<file path="config.mk">
export PLATFORM = sky130hd
export DESIGN_NAME = rws_sequencer
export DESIGN_NICKNAME = d
export VERILOG_FILES = /design/src/rtl/rws_pkg.sv /design/src/rtl/rws_sequencer.sv /design/src/rtl/rws_rst_sync.sv /design/src/rtl/rws_us_timer.sv
export SDC_FILE = /design/constraint.sdc
export NUM_CORES = 1
export LEC_CHECK = 0
export BUFFER_PORTS_ARGS = -buffer_cell sky130_fd_sc_hd__buf_2
export CAP_MARGIN = 10
export CORE_UTILIZATION = 58
export DETAILED_ROUTE_END_ITERATION = 8
export PLACE_DENSITY = 0.85
export SYNTH_ARGS = -nofsm -noshare
export SYNTH_HDL_FRONTEND = slang
export SYNTH_HIERARCHICAL = 1
export SYNTH_SLANG_ARGS = --single-unit
</file>
<file path="constraint.sdc">
create_clock -name sys_clk -period 6.3 [get_ports sys_clk]
set_input_delay 1.26 -clock sys_clk [delete_from_list [all_inputs] [get_ports sys_clk]]
set_output_delay 1.26 -clock sys_clk [all_outputs]
set_load 0.1 [all_outputs]
</file>
<file path="src/rtl/rws_pkg.sv">
/*
 * constants shared by the reset and watchdog sequencer: register indices,
 * field positions, reset values, timing figures and the sequencer states.
 * assumes a 200 MHz system clock and 32-bit avalon-mm word access.
 */
package rws_pkg;

	// ==========================================================
	// clock and timing
	localparam int CLK_HZ        = 200_000_000;
	localparam int US_CYC        = CLK_HZ / 1_000_000;
	localparam int SETTLE_US     = 128;
	localparam int POWER_MS      = 96;
	localparam int WDR_HOLD_US   = 2_048;  // 2.048 ms
	localparam int SETTLE_CYC    = SETTLE_US * US_CYC;
	localparam int POWER_CYC     = POWER_MS * (CLK_HZ / 1_000);
	localparam int WDR_HOLD_CYC  = WDR_HOLD_US * US_CYC;
	localparam int DLY_W         = 25;
	localparam int US_TMR_W      = 12;
	localparam int US_TICK_BIT   = 11;
	localparam int PRE_W         = 8;

	// ==========================================================
	// register indices; byte address is four times the index
	localparam logic [7:0] IDX_USB_ADDR = 8'h10;
	localparam logic [7:0] IDX_GIE      = 8'h20;
	localparam logic [7:0] IDX_WDT_CLR  = 8'h26;
	localparam logic [7:0] IDX_PSC      = 8'hff;

	// ==========================================================
	// fields and reset values
	localparam int         PSC_POR_BIT   = 4;
	localparam int         PSC_FLAG_LO   = 4;
	localparam int         PSC_FLAGS     = 3;
	localparam int         USB_TX_EN_BIT = 7;
	localparam int         WDT_MSB       = 1;
	localparam logic [1:0] WDT_PRE_FIRE  = 2'h1;
	localparam logic [1:0] WDT_RST       = 2'h0;
	localparam logic [7:0] USB_ADDR_RST  = 8'h00;
	localparam logic [7:0] GIE_RST       = 8'h00;
	localparam logic [7:0] STACK_RST     = 8'h00;
	localparam logic [15:0] RESET_VECTOR = 16'h0000;
	localparam logic [31:0] RD_ZERO      = 32'h0000_0000;

	// ==========================================================
	// sequencer states
	typedef enum logic [2:0] {
		ST_POR_CHECK,
		ST_SUSPEND,
		ST_DELAY,
		ST_RUN,
		ST_WDR_HOLD
	} rws_state_t;

endpackage

</file>
<file path="src/rtl/rws_sequencer.sv">
/*
 * reset and watchdog sequencer: power-on strap check, suspend wait,
 * start-up delays, 2-bit watchdog with hold, cause flags and the
 * registers that reset must clear, reached over avalon-mm.
 * assumes the processor honours cpu_hold, cpu_start and stack_clear,
 * and that the usb engine pulses usb_bus_reset for one cycle.
 */
// Local design decision: the Avalon-MM slave port.
`timescale 1ns/1ps
// Operation
// - any reset restores defaults, zeroes usb address, disables interrupts
// - reset loads both stack pointers with zero
// - reset sources: power-on, watchdog timeout, usb bus reset
// - status register bits 4,5,6 record power-on, usb, watchdog
// - after power-on or watchdog reset fetch starts at address zero
// - reset entry pushes no program counter or flags
// - power-on sets status bit 4
// - power-on puts ports in high-impedance input, samples strap pin
// - strap high and bus idle: suspend until bus activity
// - leaving suspend with strap high: 128 us settling hold
// - strap low at power-on: 96 ms hold, then run
// - delay: strap high 128 us; else flag set 96 ms; else 128 us
// - watchdog fires when upper counter bit rises
// - watchdog reset sets status bit 6
// - watchdog counter advances on 4.096 ms timer tick
// - any write to clear port 0x26 zeroes the watchdog
// - watchdog reset held 2.048 ms before restart at zero
// - usb transmitter off after watchdog until address msb set
module rws_sequencer
#(
	parameter int SETTLE_CYCLES   = rws_pkg::SETTLE_CYC,
	parameter int POWER_CYCLES    = rws_pkg::POWER_CYC,
	parameter int WDR_HOLD_CYCLES = rws_pkg::WDR_HOLD_CYC,
	parameter int US_CYCLES       = rws_pkg::US_CYC
)
(
	// clock and reset
	input  wire logic        sys_clk,
	input  wire logic        arst_n,
	// avalon-mm slave
	input  wire logic [9:0]  avs_address,
	input  wire logic        avs_read,
	input  wire logic        avs_write,
	input  wire logic [31:0] avs_writedata,
	input  wire logic [3:0]  avs_byteenable,
	output logic [31:0]      avs_readdata,
	output logic             avs_waitrequest,
	// strap and usb line state
	input  wire logic        strap_p37,
	input  wire logic        usb_dm,
	input  wire logic        usb_dp,
	input  wire logic        usb_bus_reset,
	// processor control
	output logic             cpu_hold,
	output logic             cpu_start,
	output logic             stack_clear,
	// device state
	output logic             gpio_hiz,
	output logic [6:0]       usb_dev_addr,
	output logic             usb_tx_en,
	output logic [7:0]       int_enable
);

	// ==========================================================
	// declarations
	logic                                 rst_n;
	logic                                 wdt_tick;
	rws_pkg::rws_state_t                  state_reg;
	logic [rws_pkg::DLY_W-1:0]            dly_reg;
	logic [1:0]                           wdt_cnt_reg;
	logic [7:0]                           usb_addr_reg;
	logic [7:0]                           gie_reg;
	logic [rws_pkg::PSC_FLAGS-1:0]        flag_reg;
	logic [rws_pkg::PSC_FLAGS-1:0]        flag_set;
	logic                                 wait_reg;
	logic [31:0]                          rdata_reg;
	logic                                 hold_reg;
	logic                                 start_reg;
	logic                                 sclr_reg;
	logic                                 hiz_reg;
	logic [7:0]                           idx;
	logic                                 wr_acc;
	logic                                 wr_lo;
	logic                                 clr_acc;
	logic                                 wdr_fire;
	logic                                 soft_rst;
	logic                                 bus_idle;

	// ==========================================================
	// pick the start-up delay, loaded as count minus one
	function automatic logic [rws_pkg::DLY_W-1:0] sel_delay(input logic strap, input logic por_flag);
		logic [rws_pkg::DLY_W-1:0] d;
		d = rws_pkg::DLY_W'(SETTLE_CYCLES - 1);
		if (!strap && por_flag)
			d = rws_pkg::DLY_W'(POWER_CYCLES - 1);
		return d;
	endfunction

	// ==========================================================
	// leaf modules
	rws_rst_sync u_rst
	(
		.sys_clk (sys_clk),
		.arst_n  (arst_n),
		.rst_n   (rst_n)
	);

	rws_us_timer #(.US_CYCLES(US_CYCLES)) u_tmr
	(
		.sys_clk  (sys_clk),
		.rst_n    (rst_n),
		.wdt_tick (wdt_tick)
	);

	// ==========================================================
	// bus decode; a write takes effect at the edge waitrequest is low
	assign idx      = avs_address[9:2];
	assign wr_acc   = avs_write & ~wait_reg;
	assign wr_lo    = wr_acc & avs_byteenable[0];
	assign clr_acc  = wr_acc & (idx == rws_pkg::IDX_WDT_CLR);
	assign bus_idle = usb_dm & ~usb_dp;

	// watchdog fires as the upper bit goes from zero to one
	assign wdr_fire = (state_reg == rws_pkg::ST_RUN) & wdt_tick & ~clr_acc
	                  & (wdt_cnt_reg == rws_pkg::WDT_PRE_FIRE);

	// warm reset sources; power-on comes through the async reset
	assign soft_rst = wdr_fire | usb_bus_reset;

	// ==========================================================
	// fixed one wait state: answer in the cycle after the request
	always_ff @(posedge sys_clk or negedge rst_n)
	begin
		if (!rst_n)
			wait_reg <= 1'b1;
		else
			wait_reg <= ~((avs_read | avs_write) & wait_reg);
	end

	// read data sampled one cycle ahead; unmapped reads as zero
	always_ff @(posedge sys_clk or negedge rst_n)
	begin
		if (!rst_n)
			rdata_reg <= rws_pkg::RD_ZERO;
		else if (avs_read & wait_reg)
		begin
			rdata_reg <= rws_pkg::RD_ZERO;
			case (idx)
				rws_pkg::IDX_USB_ADDR: rdata_reg[7:0] <= usb_addr_reg;
				rws_pkg::IDX_GIE:      rdata_reg[7:0] <= gie_reg;
				rws_pkg::IDX_PSC:      rdata_reg[rws_pkg::PSC_FLAG_LO +: rws_pkg::PSC_FLAGS] <= flag_reg;
				default:               rdata_reg <= rws_pkg::RD_ZERO;
			endcase
		end
	end

	// ==========================================================
	// usb address and interrupt enables; reset beats a write
	always_ff @(posedge sys_clk or negedge rst_n)
	begin
		if (!rst_n)
		begin
			usb_addr_reg <= rws_pkg::USB_ADDR_RST;
			gie_reg      <= rws_pkg::GIE_RST;
		end
		else if (soft_rst)
		begin
			usb_addr_reg <= rws_pkg::USB_ADDR_RST;
			gie_reg      <= rws_pkg::GIE_RST;
		end
		else if (wr_lo)
		begin
			if (idx == rws_pkg::IDX_USB_ADDR)
				usb_addr_reg <= avs_writedata[7:0];
			if (idx == rws_pkg::IDX_GIE)
				gie_reg <= avs_writedata[7:0];
		end
	end

	// ==========================================================
	// cause flags: power-on via reset, others by their events
	assign flag_set = {wdr_fire, usb_bus_reset, 1'b0};

	genvar g;
	generate
		for (g = 0; g < rws_pkg::PSC_FLAGS; g++)
		begin : g_flag
			// set wins over a clearing write in the same cycle
			always_ff @(posedge sys_clk or negedge rst_n)
			begin
				if (!rst_n)
					flag_reg[g] <= (g == 0);
				else if (flag_set[g])
					flag_reg[g] <= 1'b1;
				else if (wr_lo && idx == rws_pkg::IDX_PSC)
					flag_reg[g] <= avs_writedata[rws_pkg::PSC_FLAG_LO + g];
			end
		end
	endgenerate

	// ==========================================================
	// 2-bit watchdog; only counts while the processor runs
	always_ff @(posedge sys_clk or negedge rst_n)
	begin
		if (!rst_n)
			wdt_cnt_reg <= rws_pkg::WDT_RST;
		else if (soft_rst || clr_acc || state_reg != rws_pkg::ST_RUN)
			wdt_cnt_reg <= rws_pkg::WDT_RST;
		else if (wdt_tick)
			wdt_cnt_reg <= wdt_cnt_reg + 1'b1;
	end

	// ==========================================================
	// sequencer: strap check, suspend, delays, run and watchdog hold
	always_ff @(posedge sys_clk or negedge rst_n)
	begin
		if (!rst_n)
		begin
			state_reg <= rws_pkg::ST_POR_CHECK;
			dly_reg   <= '0;
			hold_reg  <= 1'b1;
			start_reg <= 1'b0;
		end
		else
		begin
			start_reg <= 1'b0;
			case (state_reg)
				rws_pkg::ST_POR_CHECK:
				begin
					// strap sampled only after reset is released
					if (strap_p37 && bus_idle)
						state_reg <= rws_pkg::ST_SUSPEND;
					else
					begin
						dly_reg   <= sel_delay(strap_p37, flag_reg[0]);
						state_reg <= rws_pkg::ST_DELAY;
					end
				end
				rws_pkg::ST_SUSPEND:
				begin
					// any departure from idle (k, se0, bus reset) wakes
					if (!bus_idle)
					begin
						dly_reg   <= sel_delay(strap_p37, flag_reg[0]);
						state_reg <= rws_pkg::ST_DELAY;
					end
				end
				rws_pkg::ST_DELAY, rws_pkg::ST_WDR_HOLD:
				begin
					if (dly_reg == '0)
					begin
						state_reg <= rws_pkg::ST_RUN;
						hold_reg  <= 1'b0;
						start_reg <= 1'b1;
					end
					else
						dly_reg <= dly_reg - 1'b1;
				end
				rws_pkg::ST_RUN:
				begin
					if (wdr_fire)
					begin
						dly_reg   <= rws_pkg::DLY_W'(WDR_HOLD_CYCLES - 1);
						state_reg <= rws_pkg::ST_WDR_HOLD;
						hold_reg  <= 1'b1;
					end
				end
				default:
				begin
					state_reg <= rws_pkg::ST_POR_CHECK;
					hold_reg  <= 1'b1;
				end
			endcase
		end
	end

	// ==========================================================
	// stack clear pulse on every reset; port high-z on power-on and watchdog reset only
	always_ff @(posedge sys_clk or negedge rst_n)
	begin
		if (!rst_n)
		begin
			sclr_reg <= 1'b1;
			hiz_reg  <= 1'b1;
		end
		else
		begin
			sclr_reg <= soft_rst;
			if (wdr_fire)
				hiz_reg <= 1'b1;
			else if (start_reg)
				hiz_reg <= 1'b0;
		end
	end

	// ==========================================================
	// outputs straight from flip-flops
	// cpu_start is a plain jump to RESET_VECTOR: nothing is pushed
	assign avs_readdata    = rdata_reg;
	assign avs_waitrequest = wait_reg;
	assign cpu_hold        = hold_reg;
	assign cpu_start       = start_reg;
	assign stack_clear     = sclr_reg;
	assign gpio_hiz        = hiz_reg;
	assign usb_dev_addr    = usb_addr_reg[6:0];
	assign usb_tx_en       = usb_addr_reg[rws_pkg::USB_TX_EN_BIT];
	assign int_enable      = gie_reg;

	// ==========================================================
	// checks
	int unsigned hold_cnt;

	// helper: cycles spent in the watchdog hold
	always_ff @(posedge sys_clk or negedge rst_n)
	begin
		if (!rst_n)
			hold_cnt <= 0;
		else if (state_reg == rws_pkg::ST_WDR_HOLD)
			hold_cnt <= hold_cnt + 1;
		else
			hold_cnt <= 0;
	end
endmodule

</file>
<file path="src/rtl/rws_rst_sync.sv">
/*
 * reset release synchroniser: asserts at once, releases after two edges.
 * assumes arst_n may fall at any time relative to sys_clk.
 */
`timescale 1ns/1ps
module rws_rst_sync
(
	// clock and raw reset
	input  wire logic sys_clk,
	input  wire logic arst_n,
	// released copy
	output logic      rst_n
);

	logic meta_reg;

	// ==========================================================
	// two stages; only the second stage reads the first
	always_ff @(posedge sys_clk or negedge arst_n)
	begin
		if (!arst_n)
		begin
			meta_reg <= 1'b0;
			rst_n    <= 1'b0;
		end
		else
		begin
			meta_reg <= 1'b1;
			rst_n    <= meta_reg;
		end
	end

endmodule

</file>
<file path="src/rtl/rws_us_timer.sv">
/*
 * free-running microsecond timer; pulses when its bit 11 rises (4.096 ms).
 * assumes an active-low reset from the top module, asserted at once and released on the clock.
 */
`timescale 1ns/1ps
module rws_us_timer
#(
	// system clocks per microsecond; a bench may shorten it to reach ticks sooner
	parameter int US_CYCLES = rws_pkg::US_CYC
)
(
	// clock and reset
	input  wire logic sys_clk,
	input  wire logic rst_n,
	// one-cycle tick
	output logic      wdt_tick
);

	logic [rws_pkg::PRE_W-1:0]    pre_reg;
	logic [rws_pkg::US_TMR_W-1:0] us_reg;
	logic                         msb_reg;

	// ==========================================================
	// prescaler to one microsecond, then the 12-bit count
	always_ff @(posedge sys_clk or negedge rst_n)
	begin
		if (!rst_n)
		begin
			pre_reg <= '0;
			us_reg  <= '0;
		end
		else if (pre_reg == rws_pkg::PRE_W'(US_CYCLES - 1))
		begin
			pre_reg <= '0;
			us_reg  <= us_reg + 1'b1;
		end
		else
			pre_reg <= pre_reg + 1'b1;
	end

	// rising edge of bit 11 gives the watchdog clock
	always_ff @(posedge sys_clk or negedge rst_n)
	begin
		if (!rst_n)
		begin
			msb_reg  <= 1'b0;
			wdt_tick <= 1'b0;
		end
		else
		begin
			msb_reg  <= us_reg[rws_pkg::US_TICK_BIT];
			wdt_tick <= us_reg[rws_pkg::US_TICK_BIT] & ~msb_reg;
		end
	end

endmodule

</file>
Word level (Yosys, flattened, before mapping)
Index checks and enable logic that the tools add are counted.

Bits in registers: 86. Bits in latches: 0. RAM bits: 0. Bits in read-only memories: 0. Output and inout bits: 53. Word-level logic and storage cells: 115. Memories: 0.

Add/subtract/negate cells: 4. $mul: 0. Div/mod/pow operators: 0. Magnitude comparators: 0. Eq/ne operators: 16. Shifts and indexed selects: 0. Muxes and demuxes: 34. Bitwise operators: 18. Reductions and logical operators: 23.

Operators with widths (count): $mux 25 (5); $pmux 25 s4 (1); $mux 8 (7); $logic_not 25->1 (1); $sub 25x1->25 const B (1); $eq 8x6->1 const B (2); $eq 8x8->1 const B (2); $reduce_bool 2->1 (7); $add 12x1->12 const B (1); $pmux 3 s4 (1); $and 1x1->1 (10); $mux 1 (10); $ne 2x2->1 const B (5); $mux 3 (3); $pmux 3 s3 (1); $add 8x1->8 const B (1); $eq 8x5->1 const B (1); $pmux 4 s2 (1); $eq 3x2->1 const B (2); $mux 2 (3); $not 1->1 (6); $reduce_and 3->1 (2); $reduce_and 5->1 (1); $reduce_and 2->1 (2); other kinds (14) (19).

Depth between registers and ports, before layout
Gate-level depths: netlist (run 1).

Depth after elaboration: 10. Mapped depth: 11.

Modules after synthesis
Netlist (run 1), hierarchy kept.

Modules (own cells, without submodules): rws_sequencer (times used 1, cells each 373, area each 3593.4 um^2, sequential area each 1557.7 um^2); rws_us_timer (times used 1, cells each 75, area each 965.9 um^2, sequential area each 550.5 um^2); rws_rst_sync (times used 1, cells each 3, area each 53.8 um^2, sequential area each 50.0 um^2).

Worst setup path after synthesis (run 1)
OpenSTA, ideal clock, no wires.

Path kind: input port to flip-flop. Start: in avs_write. End: reg dly_reg[1] in the netlist's numbering. Arrival: 2.770 ns. Required time: 6.175 ns. Setup slack: 3.405 ns. Stages on the path: 6. Buffers on the path: 1. Cell sequence: nor2b_1 a31oi_1 nor2_1 clkbuf_1 nor3_1 mux2_2.

Word-level cells in the longest chain between the ends: 7.

RTL lines: start: declaration (RTL line rws_sequencer.sv:43) `input wire logic avs_write,`; $and 1x1->1 (RTL line rws_sequencer.sv:118) `assign wr_acc = avs_write & ~wait_reg;`; $and 1x1->1 (RTL line rws_sequencer.sv:120) `assign clr_acc = wr_acc & (idx == rws_pkg::IDX_WDT_CLR);`; $not 1->1 (RTL line rws_sequencer.sv:124) `assign wdr_fire = (state_reg == rws_pkg::ST_RUN) & wdt_tick & ~clr_acc`; $and 1x1->1 (RTL line rws_sequencer.sv:124); $and 1x1->1 (RTL line rws_sequencer.sv:125) `& (wdt_cnt_reg == rws_pkg::WDT_PRE_FIRE);`; $ne 2x2->1 (no line); $reduce_and 5->1 (no line); end signal: assignment (RTL line rws_sequencer.sv:235) `dly_reg <= sel_delay(strap_p37, flag_reg[0]);`; end signal: assignment (RTL line rws_sequencer.sv:244) `dly_reg <= sel_delay(strap_p37, flag_reg[0]);`; end signal: assignment (RTL line rws_sequencer.sv:257) `dly_reg <= dly_reg - 1'b1;`; end: declaration (RTL line rws_sequencer.sv:69) `logic [rws_pkg::DLY_W-1:0] dly_reg;`.

No other way between the ends. A chain may end at the register's enable or synchronous reset.

Final worst setup path (run 1)
Start: in avs_address[6]. End: reg dly_reg[21] in the netlist's numbering.

Word-level cells in the longest chain between the ends: 7.

RTL lines: start: declaration (RTL line rws_sequencer.sv:41) `input wire logic [9:0] avs_address,`; $eq 8x6->1 (RTL line rws_sequencer.sv:120); $and 1x1->1 (RTL line rws_sequencer.sv:120); $not 1->1 (RTL line rws_sequencer.sv:124); $and 1x1->1 (RTL line rws_sequencer.sv:124); $and 1x1->1 (RTL line rws_sequencer.sv:125); $ne 2x2->1 (no line); $reduce_and 5->1 (no line).

No other way between the ends.

==> results.sh, run 1 <==
export IMPL_routedWlPerCell_um=16.37
export IMPL_total_leakage_power_nw=2.358
export IMPL_criticalPathCategory="input port to flip-flop"
export IMPL_cts_num_sinks=86
export IMPL_chipWidth_um=91.19
export IMPL_synth_area_top_cells="sky130_fd_sc_hd__dfrtp_1 44%, sky130_fd_sc_hd__mux2i_1 4.8%, sky130_fd_sc_hd__buf_4 3.9%, sky130_fd_sc_hd__nor2_1 3.4%, sky130_fd_sc_hd__dfstp_2 2.8%"
export IMPL_grt_pass1_wl_um=16680
export IMPL_flip_flop_count_of_the_largest_register_all_copies_and_words_added=25
export IMPL_number_of_pins_with_negative_max_slew_slack_in_the_final_report=0
export IMPL_drc=0
export IMPL_pwr_share_comb_pct=33.5
export IMPL_number_of_antenna_violations_at_the_first_check_in_global_routing=0
export IMPL_ys_dominant_reg_cell="sky130_fd_sc_hd__dfrtp_1"
export IMPL_clkLatencyLatePin_ns=0.36
export IMPL_synth_top_cell_area_share_pct=43.94
export IMPL_period_needed_ns=3.320
export IMPL_net_switching_w=0.0006903
export IMPL_tightestPinTransition_ns=1.068
export IMPL_number_of_maximum_capacitance_constraint_violations=0
export IMPL_core_region_sq_um=7727
export IMPL_cts_htree_levels=3
export IMPL_irDropWorstVdd_mv=0.1658
export IMPL_synth_enable_flop_cells=0
export IMPL_relSlewSlack_pct=28.83
export IMPL_avgSynthCellArea_sq_um=10.23
export IMPL_worstPathRequired_ns=6.53
export IMPL_initialDrtViolationCount=255
export IMPL_tritoncts_clock_tree="yes"
export IMPL_cts_hold_buffers_added=0
export IMPL_worst_path_max_fanout=11
export IMPL_cellInternalPower_w=0.0009484
export IMPL_die_height_um=91.19
export IMPL_dpl_instance_area_sq_um=4807
export IMPL_clock_skew_final_ns=0.01017
export IMPL_synthArstFlopShare_pct=100.0
export IMPL_grt_start_max_net_pins=85
export IMPL_cts_setup_buffers=0
export IMPL_hpwlAfterDp_um=6751
export IMPL_post_route_cell_area_sq_um=5005
export IMPL_vias_in_the_first_global_route=3613
export IMPL_post_cts_resize_count=0
export IMPL_cts_buffer_depth=2
export IMPL_ys_ff_latch=86
export IMPL_synth_area_leader_cell="sky130_fd_sc_hd__dfrtp_1"
export IMPL_gp_congestion=0.8123
export IMPL_rsz0062_at_grt="false"
export IMPL_cts_root_buffer_cell="sky130_fd_sc_hd__clkbuf_8"
export IMPL_avgViaCountPerCell=6.126
export IMPL_report_final_setup_viol=0
export IMPL_number_of_hold_slack_violations_in_the_final_timing_report=0
export IMPL_final_min_period_over_clock_period_pct=52.69
export IMPL_synth_common_cells="81 x sky130_fd_sc_hd__dfrtp_1, 42 x sky130_fd_sc_hd__nor2_1, 28 x sky130_fd_sc_hd__nand2_1, 24 x sky130_fd_sc_hd__buf_4, 22 x sky130_fd_sc_hd__mux2i_1"
export IMPL_sw_share_pct=42.12
export IMPL_global_route_overflow_total=0
export IMPL_timing_critical_path_from_type="input port"
export IMPL_io_pins=107
export IMPL_worstHoldPathType="flip-flop to flip-flop"
export IMPL_achievable_frequency_mhz=301.2
export IMPL_clk_pin_slew_worst_paths_ns=0.10
export IMPL_initial_core_util_pct=59.70
export IMPL_cp_data_arrival_time_ns=3.55
export IMPL_route_vias_total=3688
export IMPL_cts_made_buffers=9
export IMPL_power_frac_seq_pct=42.8
export IMPL_port_buffers=53
export IMPL_post_route_cells_drive_above_1_share_pct=19.40
export IMPL_setup_tns_ns=0
export IMPL_power_per_cell_area_nw_per_um2=327.4
export IMPL_post_synth_instance_area_sq_um=4613
export IMPL_router_iterations_before_antenna_repair=5
export IMPL_track_usage_pct=25.08
export IMPL_yosys_warnings=6
export IMPL_drt_antenna_violating_nets=0
export IMPL_most_repeated_cell_in_the_gate_level_netlist_after_synthesis="sky130_fd_sc_hd__dfrtp_1"
export IMPL_fp_row_count=32
export IMPL_syn_to_final_growth_pct=8.489
export IMPL_worstSetupEndpointType="flip-flop"
export IMPL_die_area_sq_um=8315
export IMPL_fin_nets=553
export IMPL_status="complete, no violations"
export IMPL_yosys_cell_types_count=69
export IMPL_part_of_the_total_power_dissipated_in_the_clock_network_pct=23.7
export IMPL_synth_seq_area_share_pct=46.79
export IMPL_instance_count_of_the_mapped_netlist=451
export IMPL_antennaDiodeCount=0
export IMPL_finalWirelength_um=9855
==> power by group through the flow <==
stage                     sequential, W  clock [W]  combinational, W
after floorplan                0.000684          0          0.000457
after global placement         0.000701          0          0.000518
after detailed placement       0.000708          0          0.000542
after CTS                      0.000698   0.000393          0.000543
after global routing           0.000712   0.000413          0.000604
final                          0.000701   0.000388          0.000550
==> stage by stage <==
| stage | setup slack [ns] | cells | total power [W] | utilization, % | hold slack, ns |
|---|---|---|---|---|---|
| CTS | 3.009 | 602 | 0.001634 | 64.77 | 0.3745 |
| global placement | 2.724 | 586 | 0.001220 | 62.21 | 0.3462 |
| floorplan | 3.405 | 474 | 0.001141 | - | 0.3312 |
| detailed placement | 2.613 | 586 | 0.001250 | 62.21 | 0.3525 |
| finish | 2.980 | 602 | 0.001639 | 64.77 | 0.3747 |
| global route | 2.725 | 602 | 0.001729 | 64.77 | 0.3885 |
==> metal layers <==
metal / track usage (%) / part of all wire [%] / up-vias / wire [um]
li1: - / - / 1704 / -
met4: 10.98 / 1.6 / 0 / 154
met5: 0 / 0 / - / 0
met1: 32.93 / 44 / 1829 / 4287
met3: 3.769 / 5.8 / 15 / 575
met2: 41.41 / 49 / 140 / 4839
==> cells in the final DEF, fill, tap and decap left out, drive strengths merged, types with 5 or more instances in the layout <==
| master | count |
|---|---|
| a21oi | 9 |
| a22oi | 5 |
| a31oi | 7 |
| and3 | 5 |
| buf | 55 |
| clkbuf | 9 |
| conb | 25 |
| dfrtp | 81 |
| dfstp | 5 |
| inv | 18 |
| mux2i | 22 |
| nand2 | 29 |
| nand2b | 5 |
| nand3 | 21 |
| nand4 | 7 |
| nor2 | 44 |
| nor2b | 5 |
| nor3 | 11 |
| nor4 | 15 |
| o21ai | 18 |
| o31ai | 7 |
| or4 | 5 |
| xnor2 | 13 |
==> worst max-delay path, cell delays in order <==
cell                      delay (ns)
sky130_fd_sc_hd__buf_2          0.11
sky130_fd_sc_hd__nor4b_1        0.48
sky130_fd_sc_hd__a31oi_1        0.28
sky130_fd_sc_hd__nor2_1         0.70
sky130_fd_sc_hd__or3_1          0.52
sky130_fd_sc_hd__o21ai_0        0.19
==> worst paths after layout <==
kind	from	slack, ns	endpoint	depth (start not counted)
setup / recovery	avs_address[6]	2.98	dly_reg[21]	6
hold / removal	u_rst/meta_reg	0.37	u_rst/rst_n	0
setup reg to reg	dly_reg[0]	3.10	dly_reg[21]	7
hold reg to reg	u_rst/meta_reg	0.37	u_rst/rst_n	0
max in group asynchronous	u_rst/rst_n	5.09	dly_reg[10]	0
min in group asynchronous	u_rst/rst_n	0.54	dly_reg[16]	0
==> cells by family (layout without fill, tap and decap cells) <==
family	Yosys count	count (layout)	share of synthesized area [%]
flip-flops	86	86	46.79
XOR/XNOR	16	16	3.038
adder cells (fa/ha/maj)	4	4	1.085
multiplexers	26	26	5.750
AND/OR/NAND/NOR	174	174	22.29
other	2	25	0.1628
AO/OA/AOI/OAI	84	84	13.15
buffers and inverters	59	85	7.730
==> cell type report <==
cell class              count  area [sq um]
fillers                   594          2723
multi-input cells         329          2185
clock inverters             7         73.82
inverters                  14         52.55
well taps                 102         127.6
flip-flops and latches     86          2162
repair buffers             55         280.3
clock buffers               9         123.9
Power figures use the tool's default switching activity.
==> inputs of run 2 (changes only) <==
CORE_UTILIZATION = 49   (was 58)
PLACE_DENSITY = 0.77   (was 0.85)
clock period = 3 ns   (was 6.3 ns; I/O delays follow)
==> run 2 against run 1 <==
  * Sequential share of layout area fell by 0.86 points
  * Count of clock-buffer cells in the layout unchanged
  * Core utilization is 9.2 points lower
  * Critical path depth rose by 2
  * First-iteration DRC count shrank 34%
  * Setup slack worse by 2.6 ns
  * Clock power increased by 110%
  * Critical endpoint is now dly_reg[1]
  * Critical path type is now flip-flop to flip-flop
  * Non-clock buffer count grew 11
  * Final area up 2.0%
  * Sequential power rose by 110%
  * Highest routed layer unchanged
  * Global-route usage down 4.5 points
==> results.sh, run 2 (synthesized netlist as in run 1, its figures left out) <==
export IMPL_fin_nets=564
export IMPL_number_of_pins_with_negative_max_slew_slack_in_the_final_report=0
export IMPL_chipWidth_um=99.03
export IMPL_flip_flop_count_of_the_largest_register_all_copies_and_words_added=25
export IMPL_router_iterations_before_antenna_repair=5
export IMPL_number_of_antenna_violations_at_the_first_check_in_global_routing=0
export IMPL_grt_most_used_layer="met2"
export IMPL_drc=0
export IMPL_grt_use_met1_pct=27.09
export IMPL_most_common_layout_cells="80 x sky130_fd_sc_hd__dfrtp_1, 53 x sky130_fd_sc_hd__buf_2, 42 x sky130_fd_sc_hd__nor2_1"
export IMPL_power_per_cell_area_nw_per_um2=675.8
export IMPL_worst_path_max_fanout=9
export IMPL_die_area_sq_um=9807
export IMPL_cts_setup_buffers=0
export IMPL_port_buffers=53
export IMPL_layout_cells_most_common="sky130_fd_sc_hd__dfrtp_1"
export IMPL_worstPathRequired_ns=3.25
export IMPL_setup_tns_ns=0
export IMPL_grt_pass1_wl_um=16240
export IMPL_drt_antenna_violating_nets=0
export IMPL_clkLatencyLatePin_ns=0.36
export IMPL_cellInternalPower_w=0.002026
export IMPL_grt_start_max_net_pins=85
export IMPL_status="complete, no violations"
export IMPL_period_needed_ns=2.603
export IMPL_clock_skew_final_ns=0.01010
export IMPL_number_of_maximum_capacitance_constraint_violations=0
export IMPL_dp_slack_ns=0.3836
export IMPL_track_usage_pct=20.62
export IMPL_cts_buffer_depth=2
export IMPL_routedWlPerCell_um=15.39
export IMPL_core_region_sq_um=9196
export IMPL_global_route_overflow_total=0
export IMPL_rsz0062_at_grt="false"
export IMPL_achievable_frequency_mhz=384.1
export IMPL_cpPeakStageDelay_ns=0.58
export IMPL_post_cts_resize_count=0
export IMPL_die_height_um=99.03
export IMPL_grtUsageMet3_pct=2.695
export IMPL_cp_data_arrival_time_ns=2.86
export IMPL_timing_critical_path_from_type="flip-flop"
export IMPL_avgViaCountPerCell=5.889
export IMPL_pwr_share_comb_pct=34.3
export IMPL_gp_congestion=0.8179
export IMPL_timing_critical_path_cells="inv_1 > ha_1 > or4b_1 > nor2_4 > and4_1 > buf_4 > nor3_1 > mux2_2"
export IMPL_tritoncts_clock_tree="yes"
export IMPL_report_power_total_w=0.003451
export IMPL_post_route_cell_area_sq_um=5106
export IMPL_relSlewSlack_pct=28.43
export IMPL_global_route_usage_met2_pct=33.94
export IMPL_power_frac_seq_pct=42.5
export IMPL_dpl_instance_area_sq_um=4893
export IMPL_clk_pin_slew_worst_paths_ns=0.10
export IMPL_fp_row_count=35
export IMPL_number_of_hold_slack_violations_in_the_final_timing_report=0
export IMPL_part_of_the_total_power_dissipated_in_the_clock_network_pct=23.2
export IMPL_irDropWorstVdd_mv=0.2918
export IMPL_cts_htree_levels=3
export IMPL_net_switching_w=0.001425
export IMPL_hpwlAfterDp_um=6732
export IMPL_crit_path_top_delay_cell="sky130_fd_sc_hd__nor3_1"
export IMPL_finalWirelength_um=9572
export IMPL_cts_made_buffers=9
export IMPL_tightestPinTransition_ns=1.074
export IMPL_cts_num_sinks=86
export IMPL_total_leakage_power_nw=2.414
export IMPL_post_route_cells_drive_above_1_share_pct=20.94
export IMPL_route_vias_total=3663
export IMPL_syn_to_final_growth_pct=10.69
export IMPL_io_pins=107
export IMPL_vias_in_the_first_global_route=3417
export IMPL_initialDrtViolationCount=168
export IMPL_cts_hold_buffers_added=1
export IMPL_worstSetupEndpointType="flip-flop"
export IMPL_antennaDiodeCount=0
export IMPL_final_cell_count_no_fill=622
export IMPL_sw_share_pct=41.30
export IMPL_worstHoldPathType="flip-flop to flip-flop"
export IMPL_final_min_period_over_clock_period_pct=86.78
export IMPL_place_inst=605
export IMPL_report_final_setup_viol=0
export IMPL_initial_core_util_pct=50.16
export IMPL_criticalPathCategory="flip-flop to flip-flop"
export IMPL_cts_root_buffer_cell="sky130_fd_sc_hd__clkbuf_8"
export IMPL_final_setup_worst_slack_ns=0.3966
-- run 2: worst max-delay path, delay by kind of cell, from the launching register on --
kind	cells	cell delay [ns]
AND/OR/NAND/NOR	4	1.26
multiplexers	1	0.41
flip-flops	1	0.39
buffers and inverters	2	0.22
adder cells (fa/ha/maj)	1	0.22
-- run 2: final timing paths --
kind                                 from  slack [ns]  cells past startpoint              end
setup / recovery               dly_reg[0]        0.40                      8       dly_reg[1]
hold / removal             u_rst/meta_reg        0.37                      0      u_rst/rst_n
setup reg to reg               dly_reg[0]        0.40                      8       dly_reg[1]
hold reg to reg            u_rst/meta_reg        0.37                      0      u_rst/rst_n
max in group asynchronous     u_rst/rst_n        1.78                      0  u_tmr/us_reg[0]
min in group asynchronous     u_rst/rst_n        0.53                      0   wdt_cnt_reg[1]
-- run 2: area by class of cell --
class                   instances  area (sq um)
fillers                       762          4090
multi-input cells             329          2185
flip-flops and latches         86          2162
repair buffers                 66         365.4
well taps                     111         138.9
clock buffers                   9         123.9
clock inverters                 7         78.83
inverters                      14         52.55
-- run 2: per-layer routing --
layer,share of wire (%),vias to the layer above
li1,-,1716
met1,45,1782
met3,5.4,20
met4,2.1,0
met2,48,145
met5,0,-
-- run 2: per-stage QoR --
stage	util [%]	hold WS, ns
2_1_floorplan	-	0.3044
3_3_place_gp	53.21	0.3447
3_5_place_dp	53.21	0.3433
4_1_cts	55.52	0.3789
5_1_grt	55.52	0.3863
6_report	55.52	0.3734
-- run 2: power by group through the flow --
stage | clock network, W | registers [W] | logic, W
finish | 0.000800 | 0.00147 | 0.00118
global route | 0.000868 | 0.00150 | 0.00130
CTS | 0.000827 | 0.00147 | 0.00118
detailed placement | 0 | 0.00149 | 0.00118
global placement | 0 | 0.00148 | 0.00114
floorplan | 0 | 0.00144 | 0.000959
